==> config.mk <==
export PLATFORM = sky130hd
export DESIGN_NAME = pis_irq_status
export DESIGN_NICKNAME = d
export VERILOG_FILES = /design/src/pis_pkg.sv /design/src/pis_irq_status.sv /design/src/pis_flag_cell.sv
export SDC_FILE = /design/constraint.sdc
export NUM_CORES = 1
export LEC_CHECK = 0
export BUFFER_PORTS_ARGS = -buffer_cell sky130_fd_sc_hd__buf_2
export CAP_MARGIN = 10
export CORE_MARGIN = 3
export CORE_UTILIZATION = 41
export DETAILED_ROUTE_END_ITERATION = 7
export GPL_ROUTABILITY_DRIVEN = 1
export PLACE_DENSITY = 0.74
export SYNTH_ARGS = -nofsm -noshare
export SYNTH_HDL_FRONTEND = slang
export SYNTH_HIERARCHICAL = 1
export SYNTH_SLANG_ARGS = --single-unit
==> constraint.sdc <==
create_clock -name clk_sys -period 1 [get_ports clk_sys]
set_input_delay 0 -clock clk_sys [delete_from_list [all_inputs] [get_ports clk_sys]]
set_output_delay 0 -clock clk_sys [all_outputs]
set_load 0.02 [all_outputs]
==> src/pis_pkg.sv <==
/*
  Constants for the interrupt status and event control block of the
  transceiver: register offset, field positions, reset values.
  Assumes a 5-bit management register address and 16-bit data.
*/
package pis_pkg;

  // ==========================================================
  // Register map
  localparam logic [4:0]  ADDR_STATUS_EVENT = 5'h12;
  localparam int          REG_W             = 16;
  localparam int          ADDR_W            = 5;

  // ==========================================================
  // Field layout: flags 15..9, bit 8 reads zero, enables 7..0
  localparam int          NUM_FLAGS  = 7;
  localparam int          FLAG_LSB   = 9;
  localparam int          FLAG_MSB   = 15;
  localparam int          RSVD_BIT   = 8;
  localparam int          EN_W       = 8;
  localparam int          EN_FLAG_LSB = 1;

  // Flag index within the flag vector (status bit = FLAG_LSB + index)
  localparam int          IDX_COUNTER   = 0;
  localparam int          IDX_AUTONEG   = 1;
  localparam int          IDX_DUP_PTP   = 2;
  localparam int          IDX_SPEED     = 3;
  localparam int          IDX_LINK      = 4;
  localparam int          IDX_ENERGY    = 5;
  localparam int          IDX_LINK_QUAL = 6;

  // ==========================================================
  // Reset values
  localparam logic [NUM_FLAGS-1:0] FLAGS_RST  = 7'h00;
  localparam logic [EN_W-1:0]      ENABLE_RST = 8'h00;
  localparam logic [REG_W-1:0]     RDATA_RST  = 16'h0000;
  localparam logic [1:0]           CTR_MODE_PLAIN = 2'h0;

  // ==========================================================
  // Precision-time re-arm state, Gray coded
  typedef enum logic [0:0] {
    PIS_PTP_ARMED = 1'h0,
    PIS_PTP_HELD  = 1'h1
  } pis_ptp_state_t;

endpackage

==> src/pis_irq_status.sv <==
/*
  Interrupt status and event control register of the transceiver:
  seven sticky clear-on-read event flags, eight enables, interrupt
  gating and the shared power-down / interrupt pin.
  Assumes event strobes and control bits are synchronous to clk_sys,
  and that the interrupt control register lives elsewhere and
  arrives here as level inputs.
*/
// How it works
// RULE1: A flag sets when its event happened since the last status read.
// RULE2: Flags record events whether or not their enable is set.
// RULE3: An enabled pending event raises the interrupt.
// RULE4: No event interrupt unless the global control permits it.
// RULE5: Bit 15 is link quality, resets 0, read-only, cleared by read.
// RULE6: Bit 14 is energy detect, resets 0, read-only, cleared by read.
// RULE7: Bit 13 is link status change, resets 0, cleared by read.
// RULE8: Bit 12 is speed change, or speed/duplex change when map select set.
// RULE9: Bit 11 is duplex change, or precision-time event when map select set.
// RULE10: Precision-time flag re-arms only after its status register empties.
// RULE11: Software reads precision-time details from its own status register.
// RULE12: Bit 10 is auto-negotiation complete, resets 0, cleared by read.
// RULE13: Counter mode zero: bit 9 is false carrier counter half-full.
// RULE14: Counter mode nonzero: bit 9 is false carrier or receive error half-full.
// RULE15: Bits 7:0 are read-write enables, bit 7 for link quality, in order.
// RULE16: Global interrupt enable gates all event interrupts.
// RULE17: Test interrupt bit keeps the interrupt asserted while set.
// RULE18: Output enable makes the power-down pin an interrupt output.
// RULE19: An event in the clearing read cycle stays pending.
`timescale 1ns/1ps
module pis_irq_status (
  input  wire logic                   clk_sys,
  input  wire logic                   reset_n,
  // Management register access
  input  wire logic [4:0]             reg_addr,
  input  wire logic                   reg_rd_en,
  input  wire logic                   reg_wr_en,
  input  wire logic [15:0]            reg_wdata,
  output logic [15:0]                 reg_rdata,
  // Interrupt control bits
  input  wire logic                   interrupt_map_select,
  input  wire logic                   global_irq_enable,
  input  wire logic                   test_irq_force,
  input  wire logic                   irq_output_enable,
  input  wire logic [1:0]             counter_mode_sel,
  // Event strobes
  input  wire logic                   ev_link_quality,
  input  wire logic                   ev_energy_detect,
  input  wire logic                   ev_link_change,
  input  wire logic                   ev_speed_change,
  input  wire logic                   ev_duplex_change,
  input  wire logic                   ev_precision_time,
  input  wire logic                   ev_autoneg_done,
  input  wire logic                   ev_false_carrier_half,
  input  wire logic                   ev_rx_error_half,
  input  wire logic                   precision_time_status_empty,
  // Shared power-down / interrupt pin, active low interrupt
  input  wire logic                   powerdown_irq_pin_in,
  output logic                        powerdown_irq_pin_out,
  output logic                        powerdown_irq_pin_oe,
  output logic                        powerdown_req,
  output logic                        irq_active
);

  // ==========================================================
  // Address decode
  function automatic logic status_hit(input logic [4:0] addr);
    if (addr == pis_pkg::ADDR_STATUS_EVENT) begin
      status_hit = 1'h1;
    end else begin
      status_hit = 1'h0;
    end
  endfunction

  logic                          rd_hit;
  logic                          wr_hit;
  logic [pis_pkg::NUM_FLAGS-1:0] flags;
  logic [pis_pkg::NUM_FLAGS-1:0] evt_vec;
  logic [pis_pkg::EN_W-1:0]      enable_r;
  logic                          irq_nxt;
  logic                          ptp_evt;

  assign rd_hit = reg_rd_en && status_hit(reg_addr);
  assign wr_hit = reg_wr_en && status_hit(reg_addr);

  // ==========================================================
  // Precision-time re-arm
  pis_pkg::pis_ptp_state_t ptp_state_r;

  // Event only counts while armed; held until the status queue drains
  assign ptp_evt = ev_precision_time && (ptp_state_r == pis_pkg::PIS_PTP_ARMED); // RULE10

  always_ff @(posedge clk_sys or negedge reset_n) begin
    if (!reset_n) begin
      ptp_state_r <= pis_pkg::PIS_PTP_ARMED;
    end else begin
      case (ptp_state_r)
        pis_pkg::PIS_PTP_ARMED: begin
          if (ptp_evt && interrupt_map_select && !precision_time_status_empty) begin // RULE10
            ptp_state_r <= pis_pkg::PIS_PTP_HELD;
          end
        end
        pis_pkg::PIS_PTP_HELD: begin
          if (precision_time_status_empty) begin // RULE10
            ptp_state_r <= pis_pkg::PIS_PTP_ARMED;
          end
        end
        default: begin
          ptp_state_r <= pis_pkg::PIS_PTP_ARMED;
        end
      endcase
    end
  end

  // ==========================================================
  // Event selection per flag
  always_comb begin
    evt_vec = '0;
    evt_vec[pis_pkg::IDX_LINK_QUAL] = ev_link_quality; // RULE5
    evt_vec[pis_pkg::IDX_ENERGY]    = ev_energy_detect; // RULE6
    evt_vec[pis_pkg::IDX_LINK]      = ev_link_change; // RULE7
    evt_vec[pis_pkg::IDX_AUTONEG]   = ev_autoneg_done; // RULE12
    if (interrupt_map_select) begin
      evt_vec[pis_pkg::IDX_SPEED]   = ev_speed_change || ev_duplex_change; // RULE8
      evt_vec[pis_pkg::IDX_DUP_PTP] = ptp_evt; // RULE9
    end else begin
      evt_vec[pis_pkg::IDX_SPEED]   = ev_speed_change; // RULE8
      evt_vec[pis_pkg::IDX_DUP_PTP] = ev_duplex_change; // RULE9
    end
    if (counter_mode_sel == pis_pkg::CTR_MODE_PLAIN) begin
      evt_vec[pis_pkg::IDX_COUNTER] = ev_false_carrier_half; // RULE13
    end else begin
      evt_vec[pis_pkg::IDX_COUNTER] = ev_false_carrier_half || ev_rx_error_half; // RULE14
    end
  end

  // ==========================================================
  // Sticky flags, recorded regardless of enables
  genvar gi;
  generate
    for (gi = 0; gi < pis_pkg::NUM_FLAGS; gi++) begin : g_flag
      pis_flag_cell pis_flag_cell_inst (
        .clk_sys     (clk_sys),
        .reset_n     (reset_n),
        .set_pulse   (evt_vec[gi]), // RULE2
        .clear_pulse (rd_hit),
        .flag_q      (flags[gi])
      );
    end
  endgenerate

  // ==========================================================
  // Enables and read data
  always_ff @(posedge clk_sys or negedge reset_n) begin
    if (!reset_n) begin
      enable_r <= pis_pkg::ENABLE_RST;
    end else if (wr_hit) begin
      enable_r <= reg_wdata[pis_pkg::EN_W-1:0]; // RULE15
    end
  end

  // Other management addresses belong to other blocks and read zero here
  always_ff @(posedge clk_sys or negedge reset_n) begin
    if (!reset_n) begin
      reg_rdata <= pis_pkg::RDATA_RST;
    end else if (rd_hit) begin
      reg_rdata <= {flags, 1'h0, enable_r}; // RULE5
    end else if (reg_rd_en) begin
      reg_rdata <= pis_pkg::RDATA_RST;
    end
  end

  // ==========================================================
  // Interrupt generation and pin
  assign irq_nxt = ((|(flags & enable_r[pis_pkg::EN_W-1:pis_pkg::EN_FLAG_LSB]))
                    && global_irq_enable) // RULE3 RULE4 RULE16
                   || test_irq_force; // RULE17

  always_ff @(posedge clk_sys or negedge reset_n) begin
    if (!reset_n) begin
      irq_active            <= 1'h0;
      powerdown_irq_pin_oe  <= 1'h0;
      powerdown_irq_pin_out <= 1'h1;
      powerdown_req         <= 1'h0;
    end else begin
      irq_active            <= irq_nxt;
      // Open-drain style: drive low only while signalling
      powerdown_irq_pin_oe  <= irq_output_enable && irq_nxt; // RULE18
      powerdown_irq_pin_out <= 1'h0;
      powerdown_req         <= !irq_output_enable && !powerdown_irq_pin_in; // RULE18
    end
  end
endmodule

==> src/pis_flag_cell.sv <==
/*
  One sticky event flag, cleared by a status read.
  Assumes set and clear are single-cycle strobes on clk_sys.
*/
`timescale 1ns/1ps
module pis_flag_cell (
  input  wire logic clk_sys,
  input  wire logic reset_n,
  input  wire logic set_pulse,
  input  wire logic clear_pulse,
  output logic      flag_q
);

  // An event in the clearing cycle survives the read
  always_ff @(posedge clk_sys or negedge reset_n) begin
    if (!reset_n) begin
      flag_q <= 1'h0;
    end else if (set_pulse) begin // RULE1 RULE19
      flag_q <= 1'h1;
    end else if (clear_pulse) begin
      flag_q <= 1'h0;
    end
  end

endmodule

# Word-level counts from Yosys, hierarchy flattened
# Index checks and enable logic that the tools add are counted.
# word_totals
register_bits	36
input_bits	42
out_inout_bits	20
wordCells	57
# op_classes
eq_ne	1
n_mux	16
bitwise	2
reduce_logical	24
# op_table
op	n
16-bit two-way mux	2
2-bit nonzero test	8
1-bit two-way mux	12
1-bit logical AND	8
7-bit AND	1
7-bit OR reduction	1
5-bit equality test, second input constant	1
1-bit logical NOT	3
1-bit logical OR	3
2-bit logical NOT	1
2-bit two-way mux	1
1-bit one-hot mux with 2 select lines	1
1-bit inverter	1

# Longest topological paths before layout
# depth
ltp_word	6
depth_mapped	6
depth_no_buf	4

# By module
# Netlist, hierarchy kept.
# by_module_without_submodules
module	instances	cells_each	area_per_inst_um2	seq_area_each_um2
pis_irq_status	1	78	1097.3	701.9
pis_flag_cell	7	3	36.3	25.0

# Worst setup path before layout
# OpenSTA, ideal clock, no wires.
# synth_timing
kind	register to register
startpoint	register g_flag[3].pis_flag_cell_inst.flag_q
endpoint	register irq_active
setup_time_ns	0.134
arrival_time_ns	0.929
required_time_ns	0.866
slack_ns	-0.063
stages_incl_launch_ff	4
path_buffers	0
period_less_slack_ns	1.063
path_cell_list	dfrtp_1 a22o_1 a221oi_1 a21oi_1
# synth_between
elab_chain_cells	4
# synth_lines
element	line_no	source
start: declaration	pis_flag_cell.sv:11	output logic flag_q
start signal: assignment	pis_flag_cell.sv:17	flag_q <= 1'h0;
start signal: assignment	pis_flag_cell.sv:19	flag_q <= 1'h1;
start signal: assignment	pis_flag_cell.sv:21	flag_q <= 1'h0;
7-bit AND	pis_irq_status.sv:174	assign irq_nxt = ((|(flags & enable_r[pis_pkg::EN_W-1:pis_pkg::EN_FLAG_LSB]))
7-bit OR reduction	pis_irq_status.sv:174	
1-bit logical AND	pis_irq_status.sv:175	&& global_irq_enable)
1-bit logical OR	pis_irq_status.sv:176	|| test_irq_force;
net irq_nxt	pis_irq_status.sv:79	logic irq_nxt;
end signal: assignment	pis_irq_status.sv:185	irq_active <= irq_nxt;
end: declaration	pis_irq_status.sv:61	output logic irq_active
# The timed path passes the listed nets, and every way through them passes these cells.
# A chain may end at the register's enable or synchronous reset.

# Worst setup path after layout
# Same ends and word-level chain as after synthesis.

==> impl_metrics.toml <==
[synthesis]
synth-async-reset-ratio_pct = 100
synth.largest_area_cell = "dfrtp_1"
ys_seq_area_share_pct = 64.9
synth_top_cells_by_area = "dfrtp_1, a22o_1, mux2_2"
ys_ff_latch = 35
netlist_area_pre_place_um2 = 1350
avgSynthCellArea_um2 = 13.6
synth-main-ff-cell = "dfrtp_1"
number_of_enable_flip_flop_cells_after_synthesis = 0
yosys.area.top_type_share_pct = 63.0
ys_top_cells_by_count = "dfrtp_1, a22o_1, inv_1"
synthCells = 99
synth_cell_types = 21
yosysWarningCount = 6
yosys.cell_count.top_type = "dfrtp_1"

[route]
detail_route.iter0.violations = 29
wirelength_um = 3310
drt_first_pass_iters = 4
detail-route-antenna-nets = 0
vias = 1111
drt-wirelength-per-cell_um = 14.0
drt_drc_violations_left = 0
vias_per_cell = 4.69

[cells_and_area]
num-fill-cells = 252
finish.utilization_pct = 66.2
areaGrowthSynthToFinish_pct = 52.0
post_route_cells_drive_above_1_share_pct = 41.5
nets = 234
n_antenna_cell = 0
design_area_um2 = 2050

[clock_network]
tritoncts = "done"
htree_num_levels = 2
numCtsBuffers = 5
max_clock_buf_depth = 2
path_clk_slew_ns = 0.10
cts_root_buf = "clkbuf_4"
clk-insertion-delay-late_ns = 0.33
cts_sinks = 35

[worst_setup_path]
max_stage_delay_ns = 0.39
worstReg2RegEnd = "irq_active"
timing.critical_path.max_delay_family = "compound AO/OA/AOI/OAI gates"
critical_path_required_ns = 1.21
worstReg2RegStart = "g_flag[3].pis_flag_cell_inst/flag_q"
worst_setup_path_end_kind = "flop"
critical_path_class = "flop to flop"
timing.critical_path.buf_inv = 0
worstPathMaxFanout = 2
arrival_ns = 1.30
timing.reg2reg.worst_path_depth = 3
crit_slowest_cell = "dfrtp_1"
cp-start-kind = "flop"
crit_path_start = "g_flag[3].pis_flag_cell_inst/flag_q"
reg2reg_setup_slack_ns = -0.08
cp_cell_sequence = "a22o_1 -> a221oi_2 -> a21oi_1"

[power_and_ir_drop]
design_power_total_mw = 2.75
p_per_area_nw_per_um2 = 1340
max-vdd-ir-drop_uv = 682
leakagePower_nw = 1.03

[sta]
period_needed_ns = 1.08
hold_slack_ns = 0.0897
slew_headroom_pct = 65.3
final.setup_skew_ns = 0.00413
rsz_0062_raised_after_global_routing = "true"
period_share_pct = 108
report.final.hold_viol_count = 0
worst_pin_slew_ns = 0.521
setup_viol = 2
max_freq_mhz = 922
post-route-worst-setup-slack_ns = -0.0845
slew_viol_final = 0

[floorplan]
initial_utilization_pct = 43.5
die-area_um2 = 4020
floorplan.io_pins = 62
floorplan.die.width_um = 63.4
rows = 20
coreArea_um2 = 3100
height_of_the_die_um = 63.4

[placement]
dp_hpwl_um = 2260
routability_driven_placement_congestion_ratio = 0.737
post_dp_cell_area_um2 = 1730
placement.io_buffers = 52

[hold_path]
min-delay-path-class = "input pin to async pin"

[global_routing]
number_of_antenna_violations_at_the_first_check_in_global_routing = 0
grt_max_degree = 23
globalRouteOverflowTotal = 0
grt_pass1_wl_um = 5560
gr-usage-all-layers_pct = 18.3
grt_pass1_vias = 1185

[run]
drv_cap = 0

[run_status]
violations = "negative setup slack"
result_of_the_run = "complete, but fails checks"
[report_power, final]
part | internal (mW) | switching, mW
clock | 0.280 | 0.429
sequential | 1.51 | 0.0586
combinational | 0.279 | 0.196
[logic make-up after synthesis]
group / after synthesis / share of synthesized area, %
AOI/OAI and AO/OA: 33 / 18.9
buffers and inverters: 13 / 5.28
DFF: 35 / 64.9
muxes: 8 / 6.67
other: 1 / 0.278
and+or+nand+nor: 9 / 3.98
[sequential cells by signal, summed over array words and instances (netlist names)]
signal and flops:
irq_active 1, powerdown_req 1, reg_rdata 15, g_flag.pis_flag_cell_inst/flag_q 7, ptp_state_r 1, enable_r 8
powerdown_irq_pin_out 1, powerdown_irq_pin_oe 1
[stage by stage]
| stage | std cells | setup WS [ns] | TNS (ns) |
|---|---|---|---|
| finish | 237 | -0.0845 | -0.162 |
| global route | 237 | -0.120 | -0.247 |
| CTS | 236 | -0.0911 | -0.171 |
| detailed placement | 202 | -0.0776 | -0.346 |
| global placement | 202 | -0.0182 | -0.0323 |
| floorplan | 100 | 0.00400 | 0 |
[per-layer routing]
layer	part of all wire [%]	wire length, um	track usage [%]
met2	52	1720	33.0
met3	5.1	169	5.70
met4	1.3	42	5.66
met5	0	0	0
met1	42	1380	20.4
[repair_timing]
item	CTS	global route
hold buffers	26	0
resized for setup	2	0
setup endpoints to repair	3	3
setup buffers	0	1
pin swaps	2	2
endpoints found under the hold margin	54	0
[how the worst max path moves through the flow]
stage	endpoint	cells after the start
after CTS	irq_active	3
after global placement	irq_active	3
after global routing	irq_active	3
after floorplan	irq_active	3
after detailed placement	irq_active	3
final	irq_active	3
[area by class of cell]
class	count	area (um^2)	area share [%]
sequential	35	877	42.7
tap	44	55.1	2.68
multi-input combinational	52	418	20.3
clock buffer	8	48.8	2.38
inverter	9	33.8	1.64
timing repair buffer	89	622	30.3
[placed cells by master, fill, tap and decap left out, types with 2 or more instances in the layout]
cell	synthesis	final
dfrtp_1	34	34
buf_2	0	51
clkbuf_4	0	5
dlygate4sd3_1	0	26
buf_4	1	10
a21o_1	8	8
o21ai_0	3	3
nor2_1	4	4
conb_1	1	2
a22o_1	17	17
a21oi_1	3	3
mux2_2	8	8
clkbuf_1	1	3
inv_1	9	9
No activity file was read; power rests on OpenSTA's default activity.
